### src/ats_params.svh
// constants for the antenna tuner servo sequencer
`ifndef ATS_PARAMS_SVH
`define ATS_PARAMS_SVH
`define ATS_CLK_PERIOD_NS 5
`define ATS_TIMEOUT_MS    20
`define ATS_TIMEOUT_CYC   ((`ATS_TIMEOUT_MS * 1000000) / `ATS_CLK_PERIOD_NS)
`define ATS_BRAKE_US      10
`define ATS_BRAKE_CYC     ((`ATS_BRAKE_US * 1000 + `ATS_CLK_PERIOD_NS - 1) / `ATS_CLK_PERIOD_NS)
`define ATS_LMIN_US       20
`define ATS_LMIN_CYC      ((`ATS_LMIN_US * 1000 + `ATS_CLK_PERIOD_NS - 1) / `ATS_CLK_PERIOD_NS)
`define ATS_CNT_W         12
`define ATS_ADDR_W        8
`define ATS_REG_CTRL      8'h00
`define ATS_REG_TIMEOUT   8'h04
`define ATS_REG_STATUS    8'h08
`define ATS_CTRL_TUNE_BIT 0
`define ATS_RESP_OKAY     2'b00
`define ATS_RESP_SLVERR   2'b10
`define ATS_ONE_CNT       12'h001
`define ATS_ONE_TMR       32'h0000_0001
`endif

### src/ats_pkg.sv
// types for the antenna tuner servo sequencer
`default_nettype none
`include "ats_params.svh"
package ats_pkg;
	typedef struct packed {
		logic tune_request;
		logic switched_low_supply_sense;
		logic nominal_supply_sense;
		logic rf_present;
		logic refl_over;
		logic below_level;
		logic below_pulse_n;
		logic phase_pos;
		logic phase_neg;
		logic amp_hi;
		logic amp_lo;
		logic ind_min;
		logic ind_max;
		logic cap_max;
	} ats_det_t;

	typedef struct packed {
		logic cap_dec;
		logic cap_inc;
		logic ind_inc;
		logic ind_dec;
		logic brake;
		logic atten_relay;
		logic tuning_lamp;
		logic fault_lamp;
		logic lmin_cmax;
		logic hangup;
	} ats_drv_t;

	typedef struct packed {
		ats_det_t                s1;
		ats_det_t                s2;
		ats_det_t                s3;
		logic                    tuning;
		logic                    fault;
		logic                    cap_home;
		logic                    ind_home;
		logic                    ind_force;
		logic                    max_flag;
		logic                    sw_tune;
		logic [31:0]             timer;
		logic [31:0]             tmo;
		logic [`ATS_CNT_W-1:0]   brake_cnt;
		logic [`ATS_CNT_W-1:0]   lmin_cnt;
		ats_drv_t                drv;
		logic                    awready;
		logic                    wready;
		logic                    aw_got;
		logic                    w_got;
		logic                    bvalid;
		logic [1:0]              bresp;
		logic [`ATS_ADDR_W-1:0]  awaddr;
		logic [31:0]             wdata;
		logic [3:0]              wstrb;
		logic                    arready;
		logic                    rvalid;
		logic [1:0]              rresp;
		logic [31:0]             rdata;
	} ats_state_t;
endpackage : ats_pkg
`default_nettype wire

### src/ats_sequencer.sv
// servo sequencer: tuning and fault latches, relay, servo directions, axi4-lite regs
//
// Summary of operation
// tune request sets tuning latch
// tune request energises attenuator relay
// timeout sets fault latch and lamp
// timeout clears tuning latch
// low supply sense sets fault latch
// nominal supply while tuning: clear tuning, fault
// tuning without rf energises relay
// idle with high reflection energises relay
// timeout during force flags inductor maximum
// phase sign steers capacitor direction
// amplitude error steers inductor direction
// below threshold removes drives, pulses brake
// tune start sets both homing latches
// positive phase over 50 clears homing
// report lmin with cmax to stepper
// force latch drives inductor toward maximum
// otherwise drives follow error indications, homing latches, lmin pulse and lmax
// capacitor outputs: decrease phase, increase phase/home
// inductor increase: low, force, lmin pulse
// inductor decrease: home, high, lmax drive
// detect lmin, zero phase, over 50
// tuning set clears fault latch
// inductor maximum energises attenuator relay
// capacitor maximum clears capacitor homing
// timeout counted in clocks while tuning
// all pin inputs double synchronised
`timescale 1ns/1ps
`default_nettype none
`include "ats_params.svh"
module ats_sequencer
	import ats_pkg::*;
#(
	parameter logic [31:0] TIMEOUT_CYC = `ATS_TIMEOUT_CYC
) (
	input  wire logic                   aclk,
	input  wire logic                   aresetn,
	input  wire ats_det_t               det_in,
	output var  ats_drv_t               drv_out,
	input  wire logic [`ATS_ADDR_W-1:0] s_axi_awaddr,
	input  wire logic                   s_axi_awvalid,
	output var  logic                   s_axi_awready,
	input  wire logic [31:0]            s_axi_wdata,
	input  wire logic [3:0]             s_axi_wstrb,
	input  wire logic                   s_axi_wvalid,
	output var  logic                   s_axi_wready,
	output var  logic [1:0]             s_axi_bresp,
	output var  logic                   s_axi_bvalid,
	input  wire logic                   s_axi_bready,
	input  wire logic [`ATS_ADDR_W-1:0] s_axi_araddr,
	input  wire logic                   s_axi_arvalid,
	output var  logic                   s_axi_arready,
	output var  logic [31:0]            s_axi_rdata,
	output var  logic [1:0]             s_axi_rresp,
	output var  logic                   s_axi_rvalid,
	input  wire logic                   s_axi_rready
);

	ats_state_t st_r;
	ats_state_t st_nxt;

	function automatic logic [31:0] merge(input logic [31:0] old, input logic [31:0] d,
		input logic [3:0] be);
		logic [31:0] m;
		m = old;
		for (int i = 0; i < 4; i++) begin
			if (be[i]) begin
				m[8*i +: 8] = d[8*i +: 8];
			end
		end
		return m;
	endfunction : merge

	//****************************************************
	// sequencing and direction logic
	//****************************************************
	always_comb begin
		ats_det_t d;
		ats_det_t p;
		logic     tune_go;
		logic     tune_rise;
		logic     expire;
		logic     pos_hi;
		logic     lmin_cmax;
		logic     below;
		logic     lmax_eff;
		logic     drive_en;
		logic     hang;
		d         = '0;
		p         = '0;
		tune_go   = 1'b0;
		tune_rise = 1'b0;
		expire    = 1'b0;
		pos_hi    = 1'b0;
		lmin_cmax = 1'b0;
		below     = 1'b0;
		lmax_eff  = 1'b0;
		drive_en  = 1'b0;
		hang      = 1'b0;
		st_nxt    = st_r;
		// first stage only feeds second; p is the previous synced sample
		st_nxt.s1 = det_in;
		st_nxt.s2 = st_r.s1;
		st_nxt.s3 = st_r.s2;
		d         = st_r.s2;
		p         = st_r.s3;

		tune_rise = d.tune_request & ~p.tune_request;
		tune_go   = tune_rise | st_r.sw_tune;
		expire    = st_r.tuning & (st_r.timer >= st_r.tmo);
		pos_hi    = d.phase_pos & d.amp_hi;
		lmin_cmax = d.ind_min & d.cap_max;
		below     = st_r.tuning & d.below_level;
		lmax_eff  = d.ind_max | st_r.max_flag;
		st_nxt.sw_tune = 1'b0;

		// tuning latch and timer
		if (tune_go) begin
			st_nxt.tuning = 1'b1;
			st_nxt.timer  = '0;
		end else if (expire) begin
			st_nxt.tuning = 1'b0;
		end else if (d.nominal_supply_sense & ~p.nominal_supply_sense & st_r.tuning) begin
			st_nxt.tuning = 1'b0;
		end else if (st_r.tuning) begin
			st_nxt.timer = st_r.timer + `ATS_ONE_TMR;
		end else begin
			st_nxt.timer = '0;
		end

		// fault latch: a set in the same cycle as the tune clear wins
		if (tune_go) begin
			st_nxt.fault = 1'b0;
		end
		if (expire) begin
			st_nxt.fault = 1'b1;
		end
		if (d.switched_low_supply_sense & ~p.switched_low_supply_sense) begin
			st_nxt.fault = 1'b1;
		end
		if (d.nominal_supply_sense & ~p.nominal_supply_sense & st_r.tuning) begin
			st_nxt.fault = 1'b1;
		end

		// homing latches; tune start wins over a clear in the same cycle
		if (pos_hi) begin
			st_nxt.cap_home = 1'b0;
			st_nxt.ind_home = 1'b0;
		end
		if (d.cap_max) begin
			st_nxt.cap_home = 1'b0;
		end
		if (tune_go) begin
			st_nxt.cap_home = 1'b1;
			st_nxt.ind_home = 1'b1;
		end

		// inductor force latch and forced maximum
		if (pos_hi) begin
			st_nxt.ind_force = 1'b0;
		end
		if (lmin_cmax & st_r.tuning) begin
			st_nxt.ind_force = 1'b1;
		end
		if (expire & st_r.ind_force) begin
			st_nxt.max_flag  = 1'b1;
			st_nxt.ind_force = 1'b0;
		end
		if (tune_go) begin
			st_nxt.max_flag = 1'b0;
		end
		if (~st_r.tuning & ~tune_go) begin
			st_nxt.ind_force = 1'b0;
			st_nxt.cap_home  = 1'b0;
			st_nxt.ind_home  = 1'b0;
		end

		// brake pulse on the below-threshold pair, once per low pulse
		if (below & ~d.below_pulse_n & p.below_pulse_n) begin
			st_nxt.brake_cnt = `ATS_CNT_W'(`ATS_BRAKE_CYC);
		end else if (st_r.brake_cnt != '0) begin
			st_nxt.brake_cnt = st_r.brake_cnt - `ATS_ONE_CNT;
		end

		// kick off the minimum switch when the inductor lands on it while not homing
		if (st_r.tuning & d.ind_min & ~p.ind_min & ~st_r.ind_home) begin
			st_nxt.lmin_cnt = `ATS_CNT_W'(`ATS_LMIN_CYC);
		end else if (st_r.lmin_cnt != '0) begin
			st_nxt.lmin_cnt = st_r.lmin_cnt - `ATS_ONE_CNT;
		end

		// hang-up: blocked at cmax and while the capacitor is homing
		hang = st_r.tuning & d.ind_min & ~d.phase_pos & ~d.phase_neg & d.amp_hi
			& ~d.cap_max & ~st_r.cap_home;

		// below threshold overrides any residual error
		drive_en = st_r.tuning & ~below & (st_r.brake_cnt == '0);
		st_nxt.drv.cap_dec = drive_en & d.phase_pos;
		st_nxt.drv.cap_inc = drive_en & (d.phase_neg | st_r.cap_home);
		st_nxt.drv.ind_inc = drive_en & (d.amp_lo | st_r.ind_force
			| (st_r.lmin_cnt != '0));
		st_nxt.drv.ind_dec = drive_en & (st_r.ind_home | d.amp_hi | lmax_eff);
		st_nxt.drv.brake   = (st_r.brake_cnt != '0);
		st_nxt.drv.atten_relay = d.tune_request | tune_go
			| (st_r.tuning & ~d.rf_present)
			| (~st_r.tuning & d.refl_over)
			| lmax_eff;
		st_nxt.drv.tuning_lamp = st_r.tuning;
		st_nxt.drv.fault_lamp  = st_r.fault;
		st_nxt.drv.lmin_cmax   = lmin_cmax;
		st_nxt.drv.hangup      = hang;

		//****************************************************
		// axi4-lite slave
		//****************************************************
		if (s_axi_awvalid & st_r.awready) begin
			st_nxt.aw_got = 1'b1;
			st_nxt.awaddr = s_axi_awaddr;
		end
		if (s_axi_wvalid & st_r.wready) begin
			st_nxt.w_got = 1'b1;
			st_nxt.wdata = s_axi_wdata;
			st_nxt.wstrb = s_axi_wstrb;
		end
		if (st_r.bvalid & s_axi_bready) begin
			st_nxt.bvalid = 1'b0;
		end
		if (st_r.aw_got & st_r.w_got & ~st_r.bvalid) begin
			st_nxt.aw_got = 1'b0;
			st_nxt.w_got  = 1'b0;
			st_nxt.bvalid = 1'b1;
			st_nxt.bresp  = `ATS_RESP_OKAY;
			if (st_r.awaddr == `ATS_REG_CTRL) begin
				st_nxt.sw_tune = st_r.wstrb[0] & st_r.wdata[`ATS_CTRL_TUNE_BIT];
			end else if (st_r.awaddr == `ATS_REG_TIMEOUT) begin
				st_nxt.tmo = merge(st_r.tmo, st_r.wdata, st_r.wstrb);
			end else if (st_r.awaddr == `ATS_REG_STATUS) begin
				st_nxt.bresp = `ATS_RESP_OKAY;
			end else begin
				st_nxt.bresp = `ATS_RESP_SLVERR;
			end
		end
		// one write in flight: each channel closes once its beat is held
		st_nxt.awready = ~st_nxt.aw_got & ~st_nxt.bvalid;
		st_nxt.wready  = ~st_nxt.w_got & ~st_nxt.bvalid;

		if (st_r.rvalid & s_axi_rready) begin
			st_nxt.rvalid = 1'b0;
		end
		if (s_axi_arvalid & st_r.arready) begin
			st_nxt.rvalid = 1'b1;
			st_nxt.rresp  = `ATS_RESP_OKAY;
			st_nxt.rdata  = '0;
			if (s_axi_araddr == `ATS_REG_CTRL) begin
				st_nxt.rdata = '0;
			end else if (s_axi_araddr == `ATS_REG_TIMEOUT) begin
				st_nxt.rdata = st_r.tmo;
			end else if (s_axi_araddr == `ATS_REG_STATUS) begin
				st_nxt.rdata = {22'h00_0000, st_r.max_flag, st_r.ind_force, st_r.ind_home,
					st_r.cap_home, st_r.fault, st_r.tuning, st_r.drv[3:0]};
			end else begin
				st_nxt.rresp = `ATS_RESP_SLVERR;
			end
		end
		st_nxt.arready = ~st_nxt.rvalid;
	end

	//****************************************************
	// state register
	//****************************************************
	always_ff @(posedge aclk) begin
		if (!aresetn) begin
			st_r     <= '0;
			st_r.tmo <= TIMEOUT_CYC;
		end else begin
			st_r <= st_nxt;
		end
	end

	assign drv_out       = st_r.drv;
	assign s_axi_awready = st_r.awready;
	assign s_axi_wready  = st_r.wready;
	assign s_axi_bvalid  = st_r.bvalid;
	assign s_axi_bresp   = st_r.bresp;
	assign s_axi_arready = st_r.arready;
	assign s_axi_rvalid  = st_r.rvalid;
	assign s_axi_rdata   = st_r.rdata;
	assign s_axi_rresp   = st_r.rresp;

endmodule : ats_sequencer
`default_nettype wire

### config.mk
export PLATFORM = sky130hd
export DESIGN_NAME = ats_sequencer
export DESIGN_NICKNAME = d
export VERILOG_FILES = /design/src/ats_pkg.sv /design/src/ats_sequencer.sv
export VERILOG_INCLUDE_DIRS = /design/src
export SDC_FILE = /design/constraint.sdc
export NUM_CORES = 1
export LEC_CHECK = 0
export ABC_CLOCK_PERIOD_IN_PS = 2730
export BUFFER_PORTS_ARGS = -buffer_cell sky130_fd_sc_hd__buf_2
export CAP_MARGIN = 20
export CELL_PAD_IN_SITES_DETAIL_PLACEMENT = 0
export CELL_PAD_IN_SITES_GLOBAL_PLACEMENT = 2
export CORE_UTILIZATION = 32
export CTS_BUF_LIST = sky130_fd_sc_hd__clkbuf_16
export DETAILED_ROUTE_END_ITERATION = 6
export GPL_TIMING_DRIVEN = 0
export MAX_ROUTING_LAYER = met4
export PLACE_DENSITY_LB_ADDON = 0.25
export SYNTH_ARGS = -nofsm -noshare
export SYNTH_HDL_FRONTEND = slang
export SYNTH_SLANG_ARGS = --single-unit
### constraint.sdc
create_clock -name aclk -period 2.73 [get_ports aclk]
set_input_delay 0.546 -clock aclk [delete_from_list [all_inputs] [get_ports aclk]]
set_output_delay 0.546 -clock aclk [all_outputs]
set_load 0.1 [all_outputs]
==> run metrics, run 1 <==
Core ar. 28100 µm²; #FFs+latches synth 223; fmax 363 MHz; number of synthesized flops with an enable pin 0; CTS Hold Bufs 0; Slew HR 0.425; WL final 25800 µm; period utilisation layout 1.01; GR Util met2 0.287; crit-path cells inv_1 -> ha_1 -> nand4_1 -> or3_1 -> or4_4 -> a311oi_4 -> buf_4 -> nor4_4 -> buf_4 -> buf_8 -> a211o_1 -> nand2_1; outcome complete, but fails checks; grt met3 use 0.0227; RSZ-0062 raised after global routing yes; Initial Utilization 0.329; Setup WS post-layout -0.0249 ns; required time worst endpoint 3.20 ns; power density over the cells 682 nW/µm²; GRT met1 Usage 0.248; WL per Instance 16.1 µm; worst slew pin tran 0.862 ns; Post-Place Cells 1536; Seq/Total Area, Yosys 0.483; mapped cell area 9240 µm²; Sinks on Clock Net 223; leading cell type in the layout, fill and taps excluded dfxtp_1; synth warn 0; DRT iter0 DRCs 386; DIE WIDTH 172 µm; largest net degree at the start of global routing 14; PortBufs 121; Post-Layout Cell Count 1605; Setup Skew 0.0179 ns; detailed placer's ending HPWL 18700 µm; Vias 7448; fraction of layout cells with a size suffix above 1 0.244; Netlist cell types 57; pre-CTS setup slack -0.521 ns; DRT Pass-1 Iters 5; WS Path Type flop to flop; Post-Syn Instances 1034; vias in the first global route 7064; Tot GR Track Use 0.183; Final Max Slew Viols 0; Main synth FF type dfxtp_1; fillers 2916; Worst Setup End Kind flop; top fanout value on the critical path 5; max-capacitance violation count 0; asr flop ratio synth 0; TritonCTS Buffers 25; final setup vio count 3; Root Buffer Master clkbuf_16; clock buffer depth 3; die area 29600 µm²; area growth from synthesis to layout 26.5%; Fin Setup TNS -0.0555 ns; RePlAce Congestion 0.780; Placed Area 10300 µm²; ANT nets after route 0; average size of a mapped cell 8.94 µm²; htree depth 1; initial antenna violation count 0; number of inserted diodes 0; final instance area 11700 µm²; Via density 4.64; critical path arrival 3.22 ns; first-pass GRT wire length 40400 µm; Final Hold Viols 0; failing checks setup timing; post-layout util 0.416; I/O pin total 124; TritonCTS clock tree done; commonest non-fill, non-tap cells in the layout dfxtp_1, nand2_1, buf_2; nets 1316; Leak 4.94 nW; Final Critical Period 2.75 ns; gr busiest metal met2; Std-Cell Rows 61; Hold WC Path Type primary input to flop; CP max stage delay 0.45 ns; Reg clk slew, reported paths 0.06 ns; critical path's slowest cell or4_4; DRC 0; Remaining Overflow, GRT 0; cell mode on critical path buf_4; Worst-Skew Late Latency 0.53 ns; die height 172 µm; Max IR drop VDD 421 µV; crit path launch type flop
==> worst paths after layout <==
| check | from | to | slack (ns) | cells after the start |
|---|---|---|---|---|
| setup / recovery | st_r[133] | st_r[184] | -0.02 | 12 |
| setup reg to reg | st_r[133] | st_r[184] | -0.02 | 12 |
| hold reg to reg | st_nxt[206] | st_nxt[192] | 0.43 | 1 |
| hold / removal | det_in[13] | st_nxt[219] | 0.22 | 2 |
==> registers in the layout, indices dropped and copies added (netlist names) <==
signal,cells
s_axi_rresp,1
s_axi_arready,1
s_axi_rdata,32
s_axi_bresp,1
s_axi_wready,1
s_axi_bvalid,1
st_nxt,30
drv_out,10
s_axi_rvalid,1
s_axi_awready,1
st_r,144
==> where the power goes <==
part	total, W	internal, W	switching [W]
clock	0.00321	0.00185	0.00136
combinational	0.00115	0.000458	0.000693
sequential	0.00361	0.00345	0.000153
==> through the flow <==
stage	hold slack [ns]	power, W
floorplan	0.412	0.00453
CTS	0.200	0.00807
detailed placement	0.418	0.00482
global placement	0.416	0.00481
global route	0.214	0.00836
finish	0.221	0.00797
==> synthesized netlist by cell type (2+ instances only) <==
library cell	count	share of area
inv_1	52	0.021
nand4_1	12	0.0081
nor3_1	15	0.0081
or3_1	7	0.0047
and2_1	41	0.028
nand2_1	139	0.056
o21ai_0	10	0.0054
buf_1	2	0.00081
a21oi_1	91	0.049
nand4b_1	3	0.0028
and4_1	6	0.0057
a22oi_1	23	0.019
nor4_1	20	0.014
nand3_1	16	0.0087
nand3b_1	3	0.0024
mux2i_1	33	0.036
nand2b_1	6	0.0041
nor3b_1	3	0.0024
a31oi_1	2	0.0014
buf_4	46	0.037
buf_6	2	0.0024
and3_1	6	0.0041
o21a_1	4	0.0032
a222oi_1	10	0.011
nor4b_1	9	0.0085
xor2_1	10	0.0095
clkbuf_1	37	0.015
a211oi_1	3	0.0024
ha_1	35	0.047
xnor2_1	28	0.027
buf_2	2	0.0011
nor2_1	109	0.044
a21o_1	3	0.0024
dfxtp_1	223	0.48
==> cell type report <==
cell class	count	area, µm²	share of cell area
inverters	53	199	0.0170
flip-flops and latches	223	4490	0.384
clock buffers	25	626	0.0535
clock inverters	21	153	0.0131
repair buffers	146	837	0.0716
well taps	378	473	0.0404
plain buffers	89	533	0.0456
multi-input cells	670	4390	0.375
==> cells by family (layout without fill, tap and decap cells) <==
family	after synthesis	in the layout	share of synthesized area
AND/OR/NAND/NOR	403	403	0.211
flip-flops	223	223	0.483
AO/OA/AOI/OAI	159	159	0.108
buffers and inverters	142	334	0.0782
XOR/XNOR	38	38	0.0360
adder cells (fa/ha/maj)	35	35	0.0474
multiplexers	33	33	0.0357
other	1	2	0.000406
==> routing by layer <==
metal	up-vias	wire [µm]
li1	3838	-
met1	3436	12700
met2	136	11700
met3	38	896
met4	0	578
met5	-	0
==> what timing repair did <==
action | 4_1_cts | 5_1_grt
buffers inserted | 12 | 9
gates cloned | 0 | 2
setup endpoints to repair | 52 | 37
pin swaps | 10 | 22
gates resized for setup | 30 | 48
endpoints found under the hold margin | 0 | 0
==> worst max-delay path: cells and delay by family (launching register included) <==
family	cells	cell delay [ns]
AOI/OAI and AO/OA	2	0.50
adders and majority gates	1	0.26
buffers and inverters	4	0.52
DFF	1	0.34
and+or+nand+nor	5	1.07
Power figures use the tool's default switching activity.
==> inputs of run 2 (changes only) <==
--- a/config.mk
+++ b/config.mk
@@ -6,13 +6,12 @@
 export SDC_FILE = /design/constraint.sdc
 export NUM_CORES = 1
 export LEC_CHECK = 0
-export ABC_CLOCK_PERIOD_IN_PS = 2730
 export BUFFER_PORTS_ARGS = -buffer_cell sky130_fd_sc_hd__buf_2
 export CAP_MARGIN = 20
 export CELL_PAD_IN_SITES_DETAIL_PLACEMENT = 0
 export CELL_PAD_IN_SITES_GLOBAL_PLACEMENT = 2
-export CORE_UTILIZATION = 32
-export CTS_BUF_LIST = sky130_fd_sc_hd__clkbuf_16
+export CORE_UTILIZATION = 33
+export CTS_BUF_LIST = sky130_fd_sc_hd__clkbuf_2 sky130_fd_sc_hd__clkbuf_4 sky130_fd_sc_hd__clkbuf_8
 export DETAILED_ROUTE_END_ITERATION = 6
 export GPL_TIMING_DRIVEN = 0
 export MAX_ROUTING_LAYER = met4
==> run 2 against run 1 <==
  * The flow now finishes without violations
  * Wire length about the same
  * Final cell count increased by 1.1%
  * Final area decreased by 0.48%
  * Combinational power about the same
  * Worst hold slack got worse by 0.021 ns
  * First-iteration DRC count increased by 15%
  * Sequential share of layout area increased by 0.13 points
  * Total power increased by 2.6%
  * Sequential cell count unchanged
==> run metrics, run 2 (synthesis gave the netlist of run 1 again) <==
outcome completed; Reg clk slew, reported paths 0.06 ns; detailed placer's ending HPWL 18600 µm; fmax 373 MHz; fraction of layout cells with a size suffix above 1 0.251; area growth from synthesis to layout 25.9%; power density over the cells 703 nW/µm²; Hold WC Path Type primary input to flop; pre-CTS setup slack -0.456 ns; RSZ-0062 raised after global routing yes; clock buffer depth 3; reg-to-reg endpoint st_r[170]; Leak 4.98 nW; Worst-Skew Late Latency 0.55 ns; TritonCTS Buffers 40; Tot GR Track Use 0.188; worst slew pin tran 0.892 ns; Core ar. 27300 µm²; Sinks on Clock Net 223; DRT iter0 DRCs 442; max-capacitance violation count 0; PortBufs 121; die area 28700 µm²; leading cell type in the layout, fill and taps excluded dfxtp_1; first-pass GRT wire length 40500 µm; Setup WS post-layout 0.0526 ns; htree depth 2; Vias 7557; Worst Setup End Kind flop; Final Hold Viols 0; WL per Instance 15.9 µm; critical path's slowest cell or4_4; Slew HR 0.405; Min Hold Slack 0.200 ns; crit path launch type flop; Final Critical Period 2.68 ns; commonest non-fill, non-tap cells in the layout dfxtp_1, nand2_1, buf_2; Reg2Reg Depth 11; Setup Skew 0.0332 ns; crit-path cells inv_2 -> ha_4 -> nand4_1 -> or3_1 -> or4_4 -> a311oi_4 -> buf_4 -> nor4_4 -> buf_4 -> a31o_4 -> a21oi_2; die height 169 µm; Min-Delay Startpoint det_in[11]; DIE WIDTH 169 µm; Final Max Slew Viols 0; DRT Pass-1 Iters 5; max FFs per register 144; RePlAce Congestion 0.791; Via density 4.66; CP max stage delay 0.44 ns; Std-Cell Rows 60; vias in the first global route 7398; Initial Utilization 0.339; critical path arrival 3.16 ns; Hold EP st_nxt[217]; cell mode on critical path buf_4; WHS Path Cells 2; final setup vio count 0; Root Buffer Master clkbuf_8; top fanout value on the critical path 5; number of inserted diodes 0; WL final 25800 µm; WS Path Type flop to flop; Biggest register st_r; period utilisation layout 0.981; TritonCTS clock tree done; DRC 0; flop2flop setup slack 0.05 ns; largest net degree at the start of global routing 12; CTS Hold Bufs 0; worst reg2reg path startpoint st_r[136]; I/O pin total 124; fillers 2771; Max IR drop VDD 509 µV; required time worst endpoint 3.21 ns; nets 1327; Remaining Overflow, GRT 0; initial antenna violation count 0; ANT nets after route 0
## run 2: per-layer routing
layer | routed length (µm) | share of wire | up-vias | global-route usage
li1 | - | - | 3856 | -
met5 | 0 | 0 | - | -
met3 | 944 | 0.037 | 41 | 0.0259
met4 | 523 | 0.020 | 0 | 0.0615
met1 | 12500 | 0.48 | 3503 | 0.247
met2 | 11900 | 0.46 | 157 | 0.297
## run 2: report_power, final
group	switching [W]	total, W	internal (W)
Sequential	0.000154	0.00361	0.00346
Combinational	0.000694	0.00115	0.000459
Clock	0.00139	0.00342	0.00203
## run 2: stage by stage
| step | setup TNS (ns) | instances | utilization | area [µm²] | total power [W] |
|---|---|---|---|---|---|
| final | 0 | 1622 | 0.427 | 11600 | 0.00818 |
| after global routing | -0.774 | 1622 | 0.427 | 11600 | 0.00861 |
| after CTS | 0 | 1611 | 0.417 | 11400 | 0.00828 |
| after detailed placement | -10.69 | 1529 | 0.379 | 10300 | 0.00482 |
| after global placement | -20.64 | 1528 | 0.379 | 10300 | 0.00481 |
| after floorplan | 0 | 1035 | - | 9250 | 0.00453 |
## run 2: cell type report
| cell class | instances | area [µm²] | share of cell area |
|---|---|---|---|
| clock buffers | 67 | 835 | 0.0717 |
| well taps | 372 | 465 | 0.0400 |
| multi-input cells | 670 | 4280 | 0.368 |
| flip-flops and latches | 223 | 4480 | 0.385 |
| repair buffers | 143 | 786 | 0.0675 |
| plain buffers | 88 | 526 | 0.0452 |
| clock inverters | 6 | 67.6 | 0.00581 |
| inverters | 53 | 199 | 0.0171 |
## run 2: critical path: cells and delay by family (launching register included)
| kind | cells | cell delay (ns) |
|---|---|---|
| AOI/OAI and AO/OA | 3 | 0.58 |
| DFF | 1 | 0.35 |
| adders and majority gates | 1 | 0.27 |
| and+or+nand+nor | 4 | 1.00 |
| buffers and inverters | 3 | 0.41 |
## run 2: worst max path at each step
| stage | from | endpoint | slack, ns | cells after the start |
|---|---|---|---|---|
| 3_5_place_dp | st_r[140] | st_r[182] | -0.46 | 10 |
| 6_report | st_r[136] | st_r[170] | 0.05 | 11 |
| 5_1_grt | st_r[155] | st_r[170] | -0.08 | 9 |
| 2_1_floorplan | st_r[136] | st_r[166] | 0.08 | 9 |
| 3_3_place_gp | s_axi_arvalid | s_axi_rdata[3] | -0.47 | 6 |
| 4_1_cts | st_r[153] | st_r[179] | 0.005 | 12 |
## run 2: timing repair
| action | in CTS | in global routing |
|---|---|---|
| cloned | 0 | 1 |
| pin swaps | 5 | 12 |
| buffers inserted | 9 | 11 |
| resized for setup | 16 | 41 |
| endpoints found under the setup margin | 36 | 70 |
